<file path="src/shared/adc_ctrl_pkg.sv">
// Package of register offsets, field positions, reset values and codes for the converter control.
// Assumes byte-wide registers on a plain strobe port with an 8-bit address.
package adc_ctrl_pkg;
  localparam int         ADDR_W         = 8;
  localparam int         DATA_W         = 8;
  localparam int         RES_W          = 12;
  localparam logic [7:0] OFS_MODE       = 8'h10;
  localparam logic [7:0] OFS_CLK_FLAG   = 8'h11;
  localparam logic [7:0] OFS_RES_HIGH   = 8'h12;
  localparam logic [7:0] OFS_CFG        = 8'h14;
  localparam logic [7:0] OFS_IRQ_STAT   = 8'h20;
  localparam logic [7:0] OFS_IRQ_EN     = 8'h21;
  localparam logic [7:0] OFS_IRQ_CLR    = 8'h22;
  localparam int         MODE_EN_BIT    = 7;
  localparam int         MODE_START_BIT = 6;
  localparam int         MODE_DONE_BIT  = 5;
  localparam int         MODE_GATE_BIT  = 4;
  localparam int         FLAG_IRQF_BIT  = 7;
  localparam int         FLAG_IRQE_BIT  = 6;
  localparam int         FLAG_DIV_LSB   = 4;
  localparam int         CFG_SHW_LSB    = 2;
  localparam int         STAT_DONE_BIT  = 0;
  localparam logic [7:0] MODE_RESET     = 8'h20;
  localparam logic [1:0] SHW_RESET      = 2'h2;
  localparam logic [1:0] RES_RESET      = 2'h2;
  localparam logic [3:0] CHAN_QUARTER   = 4'hc;
  localparam logic [3:0] CHAN_GROUND    = 4'hd;
  localparam logic [3:0] CHAN_PB_FIRST  = 4'h5;
  localparam logic [3:0] CHAN_PB_LAST   = 4'hb;
  localparam logic [1:0] RESOL_8        = 2'h0;
  localparam logic [1:0] RESOL_10       = 2'h1;
  localparam logic [4:0] BITS_8         = 5'h08;
  localparam logic [4:0] BITS_10        = 5'h0a;
  localparam logic [4:0] BITS_12        = 5'h0c;
  localparam logic [4:0] DIV_16         = 5'h10;
  localparam logic [4:0] DIV_8          = 5'h08;
  localparam logic [4:0] DIV_1          = 5'h01;
  localparam logic [4:0] DIV_2          = 5'h02;
  localparam int         SEL_W          = 14;
endpackage
</file>
<file path="src/rtl/adc_clk_divider.sv">
// Converter clock divider: a one-cycle enable pulse every N core cycles.
// Assumes a single core clock; the divide code may change at any time.
`timescale 1ns/1ps
module adc_clk_divider (
  input  wire logic       i_core_clk,
  input  wire logic       i_rst,
  input  wire logic       i_run,
  input  wire logic [1:0] i_div_code,
  output logic            o_tick
);
  logic [4:0] cnt_r;
  logic [4:0] cnt_nxt;
  logic [4:0] div;
  logic       tick_nxt;

  always_comb begin
    unique case (i_div_code)
      2'h0: div = adc_ctrl_pkg::DIV_16;
      2'h1: div = adc_ctrl_pkg::DIV_8;
      2'h2: div = adc_ctrl_pkg::DIV_1;
      2'h3: div = adc_ctrl_pkg::DIV_2;
    endcase
    tick_nxt = 1'b0;
    cnt_nxt  = cnt_r;
    if (!i_run) begin
      cnt_nxt = 5'h00;
    end else if (cnt_r + 5'h01 >= div) begin
      cnt_nxt  = 5'h00;
      tick_nxt = 1'b1;
    end else begin
      cnt_nxt = cnt_r + 5'h01;
    end
  end

  always_ff @(posedge i_core_clk or posedge i_rst) begin
    if (i_rst) begin
      cnt_r  <= 5'h00;
      o_tick <= 1'b0;
    end else begin
      cnt_r  <= cnt_nxt;
      o_tick <= tick_nxt;
    end
  end
endmodule // adc_clk_divider

</file>
<file path="src/rtl/adc_conversion_control.sv">
// Register file and sequencer for the successive-approximation converter.
// Assumes a strobe register port, an analog comparator input and one core clock.
// Writes act at the strobe edge; read data stand only in the cycle after the read.
//
// Overview of operation
// - The enable bit powers the converter; at zero it stays off.
// - Writing one to the start bit, with the enable bit also one in the same write, launches one conversion.
// - The start bit is write-only and always reads zero.
// - Done reads one after a conversion; the result registers are then valid.
// - Done reads zero while a conversion is running.
// - Gate zero opens all inputs; gate one connects the selected channel.
// - Codes 0 to 4 pick port A lines 0 to 4; 5 to 11 port B 1 to 7.
// - Code 12 picks a quarter of supply; code 13 picks ground.
// - The end of conversion sets the irq flag; only software clears it.
// - The interrupt request is issued while the irq flag and irq enable are both one, or while the status bit and its enable are both one.
// - Divider code 00, 01, 10, 11 divides core clock by 16, 8, 1, 2.
// - Low four bits of the clock/flag register show result bits 3 to 0.
// - The high result register shows result bits 11 down to 4.
// - Resolution code 00 gives 8 bits, 01 gives 10, 1x gives 12.
// - Sample width code 00, 01, 10, 11 gives 1, 2, 4, 8 converter clocks.
//
// Added by the designer: the plain strobed port.
`timescale 1ns/1ps
module adc_conversion_control (
  input  wire logic        i_core_clk,
  input  wire logic        i_rst,
  input  wire logic [7:0]  i_addr,
  input  wire logic [7:0]  i_wdata,
  input  wire logic        i_wr,
  input  wire logic        i_rd,
  input  wire logic        i_cmp,
  output logic [7:0]       o_rdata,
  output logic             o_adc_power,
  output logic             o_sample,
  output logic [11:0]      o_dac,
  output logic [13:0]      o_in_sel,
  output logic             o_irq
);
  typedef enum logic [1:0] {
    ST_IDLE   = 2'b00,
    ST_SAMPLE = 2'b01,
    ST_CONV   = 2'b10
  } seq_state_e;

  seq_state_e  state_r, state_nxt;
  logic        en_r, en_nxt;
  logic        gate_r, gate_nxt;
  logic [3:0]  chan_r, chan_nxt;
  logic        done_r, done_nxt;
  logic        irqf_r, irqf_nxt;
  logic        irqe_r, irqe_nxt;
  logic [1:0]  div_r, div_nxt;
  logic [1:0]  shw_r, shw_nxt;
  logic [1:0]  resol_r, resol_nxt;
  logic [11:0] result_r, result_nxt;
  logic [11:0] trial_r, trial_nxt;
  logic [3:0]  bit_r, bit_nxt;
  logic [3:0]  scnt_r, scnt_nxt;
  logic        stat_r, stat_nxt;
  logic        sten_r, sten_nxt;
  logic [7:0]  rdata_nxt;
  logic        irq_nxt;
  logic        tick;
  logic        finish;
  logic        wr_mode, wr_flag, wr_cfg, wr_en, wr_clr;

  localparam logic [3:0]  TOP_BIT     = 4'(adc_ctrl_pkg::RES_W - 1);
  localparam logic [11:0] TRIAL_FIRST = 12'h001 << TOP_BIT;

  function automatic logic [3:0] sample_len(input logic [1:0] code);
    sample_len = 4'h1 << code;
  endfunction

  function automatic logic [4:0] res_bits(input logic [1:0] code);
    if (code == adc_ctrl_pkg::RESOL_8) begin
      res_bits = adc_ctrl_pkg::BITS_8;
    end else if (code == adc_ctrl_pkg::RESOL_10) begin
      res_bits = adc_ctrl_pkg::BITS_10;
    end else begin
      res_bits = adc_ctrl_pkg::BITS_12;
    end
  endfunction

  function automatic logic reg_hit(input logic [7:0] addr, input logic [7:0] ofs);
    reg_hit = addr == ofs;
  endfunction

  function automatic logic [3:0] bit_below(input logic [3:0] idx);
    bit_below = idx - 4'h1;
  endfunction

  // The divider only runs during a conversion, so the first tick always lands a
  // full converter period after the start and the sample time is never cut short.
  adc_clk_divider u_div (
    .i_core_clk (i_core_clk),
    .i_rst      (i_rst),
    .i_run      (state_r != ST_IDLE),
    .i_div_code (div_r),
    .o_tick     (tick)
  );

  adc_input_mux u_mux (
    .i_core_clk (i_core_clk),
    .i_rst      (i_rst),
    .i_gate     (gate_r),
    .i_chan     (chan_r),
    .o_sel      (o_in_sel)
  );

  assign wr_mode = i_wr && reg_hit(i_addr, adc_ctrl_pkg::OFS_MODE);
  assign wr_flag = i_wr && reg_hit(i_addr, adc_ctrl_pkg::OFS_CLK_FLAG);
  assign wr_cfg  = i_wr && reg_hit(i_addr, adc_ctrl_pkg::OFS_CFG);
  assign wr_en   = i_wr && reg_hit(i_addr, adc_ctrl_pkg::OFS_IRQ_EN);
  assign wr_clr  = i_wr && reg_hit(i_addr, adc_ctrl_pkg::OFS_IRQ_CLR);

  // Register writes.
  always_comb begin
    en_nxt    = en_r;
    gate_nxt  = gate_r;
    chan_nxt  = chan_r;
    irqe_nxt  = irqe_r;
    div_nxt   = div_r;
    shw_nxt   = shw_r;
    resol_nxt = resol_r;
    sten_nxt  = sten_r;
    if (wr_mode) begin
      en_nxt   = i_wdata[adc_ctrl_pkg::MODE_EN_BIT];
      gate_nxt = i_wdata[adc_ctrl_pkg::MODE_GATE_BIT];
      chan_nxt = i_wdata[3:0];
    end
    if (wr_flag) begin
      irqe_nxt = i_wdata[adc_ctrl_pkg::FLAG_IRQE_BIT];
      div_nxt  = i_wdata[adc_ctrl_pkg::FLAG_DIV_LSB +: 2];
    end
    if (wr_cfg) begin
      shw_nxt   = i_wdata[adc_ctrl_pkg::CFG_SHW_LSB +: 2];
      resol_nxt = i_wdata[1:0];
    end
    if (wr_en) begin
      sten_nxt = i_wdata[adc_ctrl_pkg::STAT_DONE_BIT];
    end
  end

  always_ff @(posedge i_core_clk or posedge i_rst) begin
    if (i_rst) begin
      en_r    <= adc_ctrl_pkg::MODE_RESET[adc_ctrl_pkg::MODE_EN_BIT];
      gate_r  <= adc_ctrl_pkg::MODE_RESET[adc_ctrl_pkg::MODE_GATE_BIT];
      chan_r  <= adc_ctrl_pkg::MODE_RESET[3:0];
      irqe_r  <= 1'b0;
      div_r   <= 2'h0;
      shw_r   <= adc_ctrl_pkg::SHW_RESET;
      resol_r <= adc_ctrl_pkg::RES_RESET;
      sten_r  <= 1'b0;
    end else begin
      en_r    <= en_nxt;
      gate_r  <= gate_nxt;
      chan_r  <= chan_nxt;
      irqe_r  <= irqe_nxt;
      div_r   <= div_nxt;
      shw_r   <= shw_nxt;
      resol_r <= resol_nxt;
      sten_r  <= sten_nxt;
    end
  end

  // Conversion sequencer: sample for the chosen width, then one bit per tick.
  // The last decided bit is the lowest one kept at the chosen resolution.
  assign finish = state_r == ST_CONV && tick &&
                  bit_r == 4'(adc_ctrl_pkg::RES_W - int'(res_bits(resol_r)));

  always_comb begin
    state_nxt  = state_r;
    scnt_nxt   = scnt_r;
    bit_nxt    = bit_r;
    trial_nxt  = trial_r;
    result_nxt = result_r;
    done_nxt   = done_r;
    unique case (state_r)
      ST_IDLE: begin
        // A start with the converter off is ignored; nothing is powered to run it.
        if (wr_mode && i_wdata[adc_ctrl_pkg::MODE_START_BIT] && en_nxt) begin
          state_nxt = ST_SAMPLE;
          scnt_nxt  = sample_len(shw_r);
          done_nxt  = 1'b0;
          trial_nxt = TRIAL_FIRST;
          bit_nxt   = TOP_BIT;
        end
      end
      ST_SAMPLE: begin
        if (tick) begin
          scnt_nxt = scnt_r - 4'h1;
          if (scnt_r == 4'h1) begin
            state_nxt = ST_CONV;
          end
        end
      end
      ST_CONV: begin
        if (tick) begin
          if (!i_cmp) begin
            trial_nxt[bit_r] = 1'b0;
          end
          if (bit_r != 4'h0) begin
            trial_nxt[bit_below(bit_r)] = 1'b1;
          end
          bit_nxt = bit_below(bit_r);
          if (finish) begin
            state_nxt  = ST_IDLE;
            result_nxt = trial_nxt;
            if (bit_r != 4'h0) begin
              result_nxt[bit_below(bit_r)] = 1'b0;
            end
            done_nxt = 1'b1;
          end
        end
      end
      default: state_nxt = ST_IDLE;
    endcase
    if (!en_nxt) begin
      // Dropping the enable aborts a conversion and leaves the old result valid.
      // The next value is used so that enable and start written together run, and
      // a write that clears the enable stops the sequencer in the same cycle.
      state_nxt = ST_IDLE;
      if (state_r != ST_IDLE) begin
        done_nxt = 1'b1;
      end
    end
  end

  always_ff @(posedge i_core_clk or posedge i_rst) begin
    if (i_rst) begin
      state_r  <= ST_IDLE;
      scnt_r   <= 4'h0;
      bit_r    <= 4'h0;
      trial_r  <= 12'h000;
      result_r <= 12'h000;
      done_r   <= adc_ctrl_pkg::MODE_RESET[adc_ctrl_pkg::MODE_DONE_BIT];
    end else begin
      state_r  <= state_nxt;
      scnt_r   <= scnt_nxt;
      bit_r    <= bit_nxt;
      trial_r  <= trial_nxt;
      result_r <= result_nxt;
      done_r   <= done_nxt;
    end
  end

  // Flags: a completion in the same cycle as a clear wins over the clear.
  // Software that misses the race still sees the event and is not left waiting.
  always_comb begin
    irqf_nxt = irqf_r;
    stat_nxt = stat_r;
    if (wr_flag && !i_wdata[adc_ctrl_pkg::FLAG_IRQF_BIT]) begin
      irqf_nxt = 1'b0;
    end
    if (wr_clr && i_wdata[adc_ctrl_pkg::STAT_DONE_BIT]) begin
      stat_nxt = 1'b0;
    end
    if (finish) begin
      irqf_nxt = 1'b1;
      stat_nxt = 1'b1;
    end
    // Built from next values so the request rises with the flag, not a cycle later.
    irq_nxt = (irqf_nxt && irqe_nxt) || (stat_nxt && sten_nxt);
  end

  always_ff @(posedge i_core_clk or posedge i_rst) begin
    if (i_rst) begin
      irqf_r <= 1'b0;
      stat_r <= 1'b0;
      o_irq  <= 1'b0;
    end else begin
      irqf_r <= irqf_nxt;
      stat_r <= stat_nxt;
      o_irq  <= irq_nxt;
    end
  end

  // Read port and analog-side outputs.
  // Read data fall back to zero outside the answer cycle, so a late sample shows.
  always_comb begin
    rdata_nxt = 8'h00;
    if (i_rd) begin
      unique case (i_addr)
        adc_ctrl_pkg::OFS_MODE: rdata_nxt = {en_r, 1'b0, done_r, gate_r, chan_r};
        adc_ctrl_pkg::OFS_CLK_FLAG: rdata_nxt = {irqf_r, irqe_r, div_r, result_r[3:0]};
        adc_ctrl_pkg::OFS_RES_HIGH: rdata_nxt = result_r[11:4];
        adc_ctrl_pkg::OFS_CFG: rdata_nxt = {4'h0, shw_r, resol_r};
        adc_ctrl_pkg::OFS_IRQ_STAT: rdata_nxt = {7'h00, stat_r};
        adc_ctrl_pkg::OFS_IRQ_EN: rdata_nxt = {7'h00, sten_r};
        default: rdata_nxt = 8'h00;
      endcase
    end
  end

  always_ff @(posedge i_core_clk or posedge i_rst) begin
    if (i_rst) begin
      o_rdata     <= 8'h00;
      o_adc_power <= 1'b0;
      o_sample    <= 1'b0;
      o_dac       <= 12'h000;
    end else begin
      o_rdata     <= rdata_nxt;
      o_adc_power <= en_nxt;
      o_sample    <= state_nxt == ST_SAMPLE;
      o_dac       <= trial_nxt;
    end
  end
endmodule // adc_conversion_control

</file>
<file path="src/rtl/adc_input_mux.sv">
// Analog input switch control: one-hot select of the converter input source.
// Assumes the analog core treats an all-zero select as every input open.
`timescale 1ns/1ps
module adc_input_mux (
  input  wire logic        i_core_clk,
  input  wire logic        i_rst,
  input  wire logic        i_gate,
  input  wire logic [3:0]  i_chan,
  output logic [13:0]      o_sel
);
  logic [13:0] sel_nxt;

  always_comb begin
    sel_nxt = 14'h0000;
    // Codes above ground are unused and leave every switch open.
    if (i_gate && i_chan <= adc_ctrl_pkg::CHAN_GROUND) begin
      sel_nxt[i_chan] = 1'b1;
    end
  end

  always_ff @(posedge i_core_clk or posedge i_rst) begin
    if (i_rst) begin
      o_sel <= 14'h0000;
    end else begin
      o_sel <= sel_nxt;
    end
  end
endmodule // adc_input_mux

</file>
<file path="config.mk">
export PLATFORM = sky130hd
export DESIGN_NAME = adc_conversion_control
export DESIGN_NICKNAME = d
export VERILOG_FILES = /design/src/shared/adc_ctrl_pkg.sv /design/src/rtl/adc_clk_divider.sv /design/src/rtl/adc_conversion_control.sv /design/src/rtl/adc_input_mux.sv
export SDC_FILE = /design/constraint.sdc
export NUM_CORES = 1
export LEC_CHECK = 0
export BUFFER_PORTS_ARGS = -buffer_cell sky130_fd_sc_hd__clkbuf_2
export CORE_MARGIN = 3
export CORE_UTILIZATION = 60
export DETAILED_ROUTE_END_ITERATION = 10
export GPL_TIMING_DRIVEN = 0
export PLACE_DENSITY_LB_ADDON = 0.05
export SETUP_SLACK_MARGIN = 0.4
export SLEW_MARGIN = 40
export SYNTH_ARGS = -nofsm -noshare
export SYNTH_HDL_FRONTEND = slang
export SYNTH_SLANG_ARGS = --single-unit
export TNS_END_PERCENT = 50
</file>
<file path="constraint.sdc">
create_clock -name i_core_clk -period 5.3 [get_ports i_core_clk]
set_input_delay 1.06 -clock i_core_clk [delete_from_list [all_inputs] [get_ports i_core_clk]]
set_output_delay 1.06 -clock i_core_clk [all_outputs]
set_load 0.02 [all_outputs]
</file>
==> summary.txt, run 1 <==
Placed design
  • Placer Congestion: 0.840
  • DP Worst Slack: 2.53 ns
  • DP HPWL: 6.84 mm
  • Port Buffer Count: 56

Finish
  • Most common cell after layout, fill and taps aside: dfrtp_1
  • Commonest cells after routing, fill and taps aside: dfrtp_1, clkbuf_2, nand2_1
  • NumNets Final: 494
  • P&R area growth vs syn: 15.1%
  • Share of layout cells above drive strength 1: 24.4%
  • N_diodes: 0
  • Final Util: 72.1%

Worst setup path
  • Worst R2R Path Depth: 8
  • Worst reg2reg setup slack: 3.13 ns
  • Crit path capture type: flip-flop
  • Critical Path Start: i_addr[7]
  • CP arrival: 2.69 ns
  • Crit-path leading delay family: simple AND/OR/NAND/NOR gates
  • Critical R2R Launch: bit_r[1]
  • Crit path largest cell delay: 0.45 ns
  • WP depth: 7
  • Type of origin of the critical path: primary input
  • Req. time, crit path: 5.57 ns
  • Worst Setup EP: done_r
  • Cell chain of the critical path: clkbuf_2 -> nor3b_2 -> and4b_1 -> buf_6 -> mux2i_1 -> inv_1 -> o211ai_1
  • Worst r2r dst: o_dac[4]
  • Critical setup path kind: in2reg
  • WP buf/inv: 3
  • CP max FO: 8
  • CP max stage cell: mux2i_1

Drt
  • Wire length per cell: 17.1 um
  • Vias/cell: 5.99
  • Post-route ant nets: 0
  • Vias: 3240
  • Router iterations before antenna repair: 5
  • Final wirelength: 9.27 mm
  • DRT iter0 DRCs: 200
  • Residual DRC: 0

Clocking
  • Clk buf depth: 2
  • Clock latency on the worst-skew pair: 0.36 ns
  • Clock transition at path regs: 0.08 ns
  • PostCTS Resize Cnt: 0
  • H-tree Lvls: 3
  • CTS buffer count: 9
  • CTS sink cnt: 81
  • Post CTS Setup Buffer Count: 0
  • Hold Buf Count CTS: 0
  • Root buffer cell: clkbuf_8
  • TritonCTS clock tree: built

Timing
  • Setup_tns: 0 ns
  • Endpoints failing hold: 0
  • Final setup viols: 0
  • Final Cycle Share: 45.7%
  • Unrepaired setup endpoints after global routing: false
  • Final WS setup: 2.88 ns
  • Measured slew at the worst slew-check pin: 0.685 ns
  • Slew margin rel.: 54.0%
  • Maximum clock rate: 413 MHz
  • Crit path time final: 2.42 ns
  • Clock Skews: 0.0132 ns
  • Fin. max-slew vios: 0

Die
  • Starting Density: 62.7%
  • Chip width: 88.1 um
  • CORE AREA: 6460 um^2
  • Rows: 29
  • Die Height: 88.1 um
  • Top Ports: 58
  • DIE AREA: 7770 um^2

Run status
  • Status: complete, no violations

Pwr
  • Total power: 1.18 mW
  • Leak Pwr: 2.20 nW
  • Worst VDD drop: 0.154 mV
  • Power density over cell area: 253 nW/um^2

Min path
  • Hold Crit Class: reg2reg
  • WHS Path Cells: 2

Global route
  • Total track usage: 26.0%
  • Initial antenna violation count: 0
  • Global-route wire length before repair: 15.5 mm
  • Maximum number of pins on one net before global-route repair: 50
  • Final global-route overflow total: 0
  • Number of global-route vias before repair: 3193

Logic synthesis
  • EDFF count, synth: 0
  • Post-synth ARST share: 100%
  • Synth Flop Type: dfrtp_1
  • Yosys warns: 0
  • Distinct cells, synth: 65
  • Cell area after synthesis: 4050 um^2
  • Net Count, Synth: 426
  • Post-synthesis sequential area ratio: 50.2%
  • Mapped Cells: 391
  • Register bit total from synthesis: 81
  • Syn_area_per_cell: 10.4 um^2

Run
  • Max-cap violations: 0
[metrics by stage]
step / cell area, um^2 / std cells / hold slack [ns]
6_report: 4660 / 541 / 0.501
5_1_grt: 4660 / 541 / 0.514
4_1_cts: 4660 / 541 / 0.492
3_5_place_dp: 4460 / 525 / 0.473
3_3_place_gp: 4430 / 524 / 0.462
2_1_floorplan: 4050 / 391 / 0.449
[cells by family after synthesis]
| logic type | Yosys count | share of synthesized area, % |
|---|---|---|
| simple gates | 144 | 18.4 |
| compound gates | 90 | 15.8 |
| flops | 81 | 50.2 |
| buf+inv | 33 | 3.89 |
| mux | 23 | 6.12 |
| fa+ha+maj | 15 | 4.57 |
| xor+xnor | 5 | 1.08 |
[power breakdown]
part | total [mW] | switching [mW] | internal, mW | leakage, nW
logic | 0.0801 | 0.0495 | 0.0306 | 1.04
clock network | 0.463 | 0.241 | 0.222 | 0.100
registers | 0.636 | 0.00910 | 0.627 | 1.05
total | 1.18 | 0.300 | 0.879 | 2.20
[flip-flops by register name, indices dropped and copies added (netlist names)]
name	cells
u_mux.o_sel	14
o_dac	12
result_r	12
o_rdata	8
u_div.cnt_r	5
bit_r	4
chan_r	4
scnt_r	4
div_r	2
resol_r	2
shw_r	2
state_r	2
done_r	1
gate_r	1
irqe_r	1
irqf_r	1
o_adc_power	1
o_irq	1
o_sample	1
stat_r	1
sten_r	1
u_div.o_tick	1
[worst register-to-register path: cells and delay by family, from the launching register on]
family          cells  cell delay [ns]
simple gates        2             0.24
compound gates      3             0.55
flops               1             0.50
buf+inv             2             0.55
fa+ha+maj           1             0.22
[cell usage after synthesis, types with 7 or more instances]
cell / instances / area (um^2)
a21oi_1: 29 / 145
a32o_1: 8 / 80.1
clkbuf_1: 9 / 33.8
dfrtp_1: 78 / 1950
ha_1: 14 / 175
inv_1: 14 / 52.6
mux2_2: 14 / 158
mux2i_1: 9 / 90.1
nand2_1: 45 / 169
nand3_1: 7 / 35.0
nor2_1: 34 / 128
nor2b_1: 11 / 68.8
nor3_1: 14 / 70.1
nor3b_1: 7 / 52.6
o21ai_0: 13 / 65.1
[layer usage]
layer,part of all wire [%],up-vias,global-route usage (%)
met5,0,-,0
met2,48,118,41.9
met4,1.6,0,9.62
met1,45,1564,36.2
li1,-,1542,-
met3,5.9,16,3.48
[how the worst min path moves through the flow]
stage,startpoint,end
2_1_floorplan,result_r[4],result_r[4]
3_3_place_gp,result_r[3],result_r[3]
3_5_place_dp,result_r[5],result_r[5]
4_1_cts,result_r[5],result_r[5]
5_1_grt,done_r,done_r
6_report,done_r,done_r
[area by class of cell]
class | instances | area (um^2)
Sequential cell | 81 | 2030
Multi-Input combinational cell | 277 | 1860
Fill cell | 495 | 1800
Timing Repair Buffer | 57 | 308
Clock buffer | 9 | 124
Buffer | 19 | 105
Tap cell | 77 | 96.3
Clock inverter | 7 | 77.6
Inverter | 14 | 57.6
Note: power is estimated with default switching activity, not from simulation.
==> run 2, diff against run 1 <==
- CORE_UTILIZATION: 60 -> 57
- clock period: 5.3 -> 2.3 ns (I/O delays scaled with it)
==> run 2 against run 1 <==
Critical path depth down 1. Clock-buffer cell count up 1. Sequential share of layout area shrank 1.5 points. Clock skew decreased by 0.0057 ns. Largest cell class unchanged. Via count rose by 0.56%. Core utilization shrank 1.3 points. Global-route usage shrank 2.1 points.
==> summary.txt, run 2 (synthesis results as in run 1) <==
Drt
  • DRT iter0 DRCs: 127 (-37%)
  • Vias/cell: 5.76 (-3.9%)
  • Router iterations before antenna repair: 4 (-1)
  • Wire length on met3: 493 um (-10%)
  • Vias: 3258 (+0.56%)
  • Post-route ant nets: 0 (unchanged)
  • Final wirelength: 9.33 mm (+0.64%)
  • Met1 Routed Length: 4.19 mm (+0.77%)
  • Wire length per cell: 16.5 um (-3.8%)
  • Residual DRC: 0 (unchanged)
  • Top Metal Used: met4
  • WL met2: 4.49 mm (+1.7%)

Timing
  • Final setup viols: 0 (unchanged)
  • Maximum clock rate: 527 MHz
  • Final Cycle Share: 82.4%
  • Clock Skews: 0.00753 ns (-0.00567 ns)
  • Final WS setup: 0.404 ns (-2.47 ns)
  • Fin. max-slew vios: 0 (unchanged)
  • Setup_tns: 0 ns (unchanged)
  • Endpoints failing hold: 0 (unchanged)
  • Measured slew at the worst slew-check pin: 0.720 ns (+0.0350 ns)
  • Unrepaired setup endpoints after global routing: true
  • Slew margin rel.: 51.6% (-2.4 points)
  • Crit path time final: 1.90 ns

Clocking
  • CTS buffer count: 9 (unchanged)
  • TritonCTS clock tree: built
  • H-tree Lvls: 3 (unchanged)
  • Clock latency on the worst-skew pair: 0.36 ns (about the same)
  • Clk buf depth: 2 (unchanged)
  • Clock transition at path regs: 0.09 ns (about the same)
  • Root buffer cell: clkbuf_8
  • CTS sink cnt: 81 (unchanged)

Run status
  • Status: complete, no violations

Finish
  • Fill cells: 547 (+11%)
  • Share of layout cells above drive strength 1: 28.3% (+3.9 points)
  • N_diodes: 0 (unchanged)
  • Multi-input gate area: 1890 um^2 (+1.8%)
  • NumNets Final: 500 (+1.2%)
  • Most common cell after layout, fill and taps aside: dfrtp_1
  • Commonest cells after routing, fill and taps aside: dfrtp_1, clkbuf_2, nand2_1
  • Largest Register: u_mux.o_sel
  • Storage element area: 2040 um^2 (+0.25%)
  • Final Cell Area: 4840 um^2 (+3.9%)
  • Max reg flops: 14 (unchanged)
  • P&R area growth vs syn: 19.6%
  • Largest regs: u_mux.o_sel x14, o_dac x12, result_r x12

Global route
  • Total track usage: 23.9% (-2.1 points)
  • Number of global-route vias before repair: 3164 (-0.91%)
  • Maximum number of pins on one net before global-route repair: 26 (-48%)
  • Initial antenna violation count: 0 (unchanged)
  • Final global-route overflow total: 0 (unchanged)
  • Global-route wire length before repair: 15.5 mm (-0.41%)

Worst setup path
  • Cell chain of the critical path: ha_1 -> ha_1 -> a211oi_2 -> o21bai_1 -> a21o_1 -> nor2b_1
  • Crit-path leading delay family: adder cells
  • Crit path capture type: flip-flop
  • CP max FO: 6 (-2)
  • Crit path largest cell delay: 0.44 ns (about the same)
  • Req. time, crit path: 2.53 ns (-3.04 ns)
  • CP max stage cell: dfrtp_1
  • Most frequent CP cell: ha_1
  • WP buf/inv: 0 (-3)
  • CP arrival: 2.13 ns (-0.56 ns)
  • Critical Path Start: u_div.cnt_r[0]
  • Critical R2R Launch: u_div.cnt_r[0]
  • Critical setup path kind: reg2reg
  • Type of origin of the critical path: flip-flop

Die
  • CORE AREA: 6830 um^2 (+5.8%)
  • Rows: 30 (+3.4%)
  • Starting Density: 59.3% (-3.4 points)
  • DIE AREA: 8150 um^2 (+4.9%)
  • Top Ports: 58 (unchanged)
  • Die Height: 90.3 um (+2.4%)
  • Chip width: 90.3 um (+2.4%)

Run
  • Max-cap violations: 0 (unchanged)

Pwr
  • Worst VDD drop: 0.317 mV (+110%)
  • Power density over cell area: 595 nW/um^2 (+140%)
  • Total power: 2.88 mW (+140%)
  • Leak Pwr: 2.26 nW (+3.1%)

Placed design
  • Dpl cell area: 4530 um^2 (+1.6%)
  • Placer Congestion: 0.858 (+2.2%)
  • Port Buffer Count: 56 (unchanged)
  • DP HPWL: 6.81 mm (-0.39%)
  • DP Worst Slack: 0.147 ns (-2.38 ns)

Min path
  • Hold Crit Class: in2async
## run 2: changes by cell type in the layout (fill, tap and decap cells not counted), moves of 2 or more
| cell | before | now |
|---|---|---|
| nor3b_2 | 1 | 4 |
| dfrtp_1 | 78 | 74 |
| buf_4 | 1 | 5 |
| dfrtp_2 | 0 | 4 |
| buf_2 | 5 | 3 |
| nor3b_1 | 7 | 4 |
| clkbuf_4 | 0 | 3 |
## run 2: where the power goes
part           total [mW]  switching, mW  internal [mW]
Sequential           1.47         0.0197           1.45
Clock                1.22          0.561          0.658
Combinational       0.196          0.117         0.0795
## run 2: path summary, 6_finish.rpt
path | to | slack (ns) | cells past startpoint
setup / recovery | u_div.o_tick | 0.40 | 6
hold / removal | u_mux.o_sel[6] | 0.1 | 2
setup reg to reg | u_div.o_tick | 0.40 | 6
hold reg to reg | done_r | 0.49 | 2
max in group asynchronous | resol_r[1] | 1.49 | 4
min in group i_core_clk | o_rdata[0] | 0.32 | 3
## run 2: per-layer routing
layer / up-vias / track usage [%]
met5: - / 0
met1: 1589 / 32.4
met3: 17 / 5.17
met2: 103 / 37.8
met4: 0 / 9.18
li1: 1549 / -
## run 2: area by class of cell
type | count | share of cell area [%]
clock inverters | 6 | 2.02
well taps | 96 | 2.48
inverters | 14 | 1.16
multi-input cells | 277 | 39.1
clock buffers | 10 | 2.84
flip-flops and latches | 81 | 42.1
repair buffers | 63 | 7.96
plain buffers | 19 | 2.35
## run 2: repair_timing
item / in CTS / in global routing
pin swaps: 0 / 2
gates resized for setup: 4 / 15
hold buffers: 0 / 0
setup endpoints to repair: 25 / 24
gates cloned: 0 / 0
buffers inserted: 3 / 1
## run 2: stage by stage
stage          utilization, %  hold slack, ns  instances
3_5_place_dp             66.3           0.480        546
2_1_floorplan               -           0.449        391
4_1_cts                  70.1           0.104        565
6_report                 70.9          0.0953        566
3_3_place_gp             65.2           0.465        543
5_1_grt                  70.9           0.102        566
## run 2: worst reg2reg max path: cells and delay by family (launching register included)
family,cells,cell delay (ns)
AND/OR/NAND/NOR,1,0.16
AO/OA/AOI/OAI,3,0.52
adder cells (fa/ha/maj),2,0.65
flip-flops,1,0.44
==> run 3, diff against run 2 <==
- clock period: 2.3 -> 1.8 ns (I/O delays scaled with it)
==> run 3 against run 2 <==
The run now ends with negative hold slack, negative setup slack left. Die area unchanged. Core utilization increased by 20 points. Sequential cell count unchanged. Clock-buffer cell count unchanged. Register-to-register slack got worse by 0.47 ns. Global-route usage increased by 5.6 points. Critical path type unchanged. Maximum frequency increased by 1.6%.
==> summary.txt, run 3 (synthesis results as in run 1) <==
Run status
  • Status: finished, violations left
  • Failing checks: negative hold slack, negative setup slack

Timing
  • Maximum clock rate: 536 MHz (+1.6%)
  • Endpoints failing hold: 16 (+16)
  • Unrepaired setup endpoints after global routing: true
  • Fin. max-slew vios: 0 (unchanged)
  • Final WS setup: -0.0664 ns (-0.470 ns)
  • Setup_tns: -0.193 ns (-0.193 ns)
  • Final setup viols: 6 (+6)
  • Measured slew at the worst slew-check pin: 0.562 ns (-0.158 ns)
  • Crit path time final: 1.87 ns (-0.0297 ns)
  • Final Cycle Share: 104% (+21 points)
  • Slew margin rel.: 62.4% (+11 points)
  • Clock Skews: 0.00841 ns (+0.000885 ns)
  • WHS: -0.0100 ns (-0.105 ns)

Die
  • DIE AREA: 8150 um^2 (unchanged)
  • Chip width: 90.3 um (unchanged)
  • CORE AREA: 6830 um^2 (unchanged)
  • Top Ports: 58 (unchanged)
  • Starting Density: 59.3% (unchanged)
  • Rows: 30 (unchanged)
  • Die Height: 90.3 um (unchanged)

Finish
  • P&R area growth vs syn: 52.5%
  • Largest regs: u_mux.o_sel x14, o_dac x12, result_r x12
  • Post-Layout Cell Count: 621 (+9.7%)
  • NumNets Final: 555 (+11%)
  • Max reg flops: 14 (unchanged)
  • Commonest cells after routing, fill and taps aside: dfrtp_1, clkbuf_2, buf_4
  • Most common cell after layout, fill and taps aside: dfrtp_1
  • N_diodes: 0 (unchanged)
  • Largest Register: u_mux.o_sel
  • Share of layout cells above drive strength 1: 53.7% (+25 points)

Global route
  • Initial antenna violation count: 0 (unchanged)
  • Global-route wire length before repair: 18.9 mm (+22%)
  • Maximum number of pins on one net before global-route repair: 26 (unchanged)
  • Total track usage: 29.5% (+5.6 points)
  • Final global-route overflow total: 0 (unchanged)
  • Number of global-route vias before repair: 3575 (+13%)

Pwr
  • Leak Pwr: 2.78 nW (+23%)
  • Power density over cell area: 623 nW/um^2 (+4.7%)
  • Total power: 3.85 mW (+34%)
  • Worst VDD drop: 0.450 mV (+42%)

Worst setup path
  • Critical Path Start: u_div.cnt_r[0]
  • Worst r2r dst: u_div.cnt_r[4]
  • CP max FO: 6 (unchanged)
  • CP max stage cell: dfrtp_1
  • Crit-path leading delay family: compound AO/OA/AOI/OAI gates
  • Critical setup path kind: reg2reg
  • Worst reg2reg setup slack: -0.07 ns (-0.47 ns)
  • Crit path capture type: flip-flop
  • Critical R2R Launch: u_div.cnt_r[0]
  • WP depth: 6 (unchanged)
  • Most frequent CP cell: ha_4
  • Req. time, crit path: 2.08 ns (-0.45 ns)
  • Type of origin of the critical path: flip-flop
  • Worst Setup EP: u_div.cnt_r[4]
  • Cell chain of the critical path: ha_4 -> ha_4 -> a211oi_2 -> o21bai_1 -> a21o_2 -> nor3b_1
  • CP arrival: 2.15 ns (+0.02 ns)
  • WP buf/inv: 0 (unchanged)
  • Crit path largest cell delay: 0.44 ns (about the same)
  • Worst R2R Path Depth: 6 (unchanged)

Min path
  • Hold Crit Class: in2async

Drt
  • Vias: 4061 (+25%)
  • Residual DRC: 0 (unchanged)
  • Vias/cell: 6.54 (+14%)
  • Wire length per cell: 25.0 um (+52%)
  • Post-route ant nets: 0 (unchanged)
  • Router iterations before antenna repair: 5 (+1)
  • Final wirelength: 15.5 mm (+66%)
  • DRT iter0 DRCs: 367 (+190%)

Placed design
  • DP Worst Slack: -0.319 ns (-0.465 ns)
  • Post-Place Cells: 546 (unchanged)
  • DP HPWL: 6.81 mm (unchanged)
  • Placer Congestion: 0.858 (unchanged)
  • Port Buffer Count: 56 (unchanged)

Clocking
  • Root buffer cell: clkbuf_8
  • CTS buffer count: 9 (unchanged)
  • Hold Buf Count CTS: 0 (unchanged)
  • Clock transition at path regs: 0.09 ns (about the same)
  • TritonCTS clock tree: built
  • CTS sink cnt: 81 (unchanged)
  • H-tree Lvls: 3 (unchanged)
  • Clk buf depth: 2 (unchanged)
  • Clock latency on the worst-skew pair: 0.37 ns (about the same)

Run
  • Max-cap violations: 0 (unchanged)
-- run 3: cell types whose count changed in the layout (fill, tap and decap cells not counted), sizes merged --
cell / delta
clkbuf: -11
buf: +66
-- run 3: through the flow --
step / hold WS, ns / utilization, % / instance area, um^2
after floorplan: 0.449 / - / 4050
after global placement: 0.465 / 65.2 / 4450
after detailed placement: 0.388 / 66.3 / 4530
after CTS: 0.00373 / 78.8 / 5390
after global routing: 0.0124 / 90.4 / 6170
final: -0.0100 / 90.4 / 6170
-- run 3: worst reg2reg max path: cells and delay by family (launching register included) --
kind                       cells  cell delay [ns]
AOI/OAI and AO/OA              3             0.62
adders and majority gates      2             0.49
DFF                            1             0.44
and+or+nand+nor                1             0.22
-- run 3: worst min-delay path by stage --
stage,from,endpoint,cells after the start
2_1_floorplan,result_r[4],result_r[4],2
3_3_place_gp,result_r[6],result_r[6],2
3_5_place_dp,i_rst,u_mux.o_sel[6],2
4_1_cts,i_rst,u_mux.o_sel[6],2
5_1_grt,i_rst,u_mux.o_sel[6],2
6_report,i_rst,u_mux.o_sel[6],2
-- run 3: power breakdown --
group	switching, mW	internal [mW]	leakage (nW)	total [mW]
Combinational	0.199	0.148	1.61	0.347
Sequential	0.0300	1.85	1.05	1.88
Clock	0.781	0.842	0.119	1.62
Total	1.01	2.84	2.78	3.85
-- run 3: timing repair --
item / CTS / global route
setup endpoints to repair: 57 / 58
pin swaps: 35 / 48
buffers inserted: 27 / 29
gates resized for setup: 95 / 144
cloned: 2 / 1
hold endpoints to repair: 0 / 0
-- run 3: area by class of cell --
class / instances / area, um^2
buffer: 19 / 200
inverter: 14 / 63.8
clock buffer: 10 / 138
multi-input combinational: 277 / 2550
timing repair buffer: 118 / 973
clock inverter: 6 / 97.6
fill: 290 / 657
tap: 96 / 120
sequential: 81 / 2040
-- run 3: metal layers --
layer | GRT usage, % | part of all wire (%) | vias to the layer above | routed length (um)
met5 | 0 | 0 | - | 0
met2 | 49.2 | 49 | 311 | 7640
met4 | 12.1 | 6.0 | 0 | 936
met3 | 5.33 | 9.2 | 81 | 1430
li1 | - | - | 1670 | -
met1 | 38.1 | 36 | 1999 | 5510
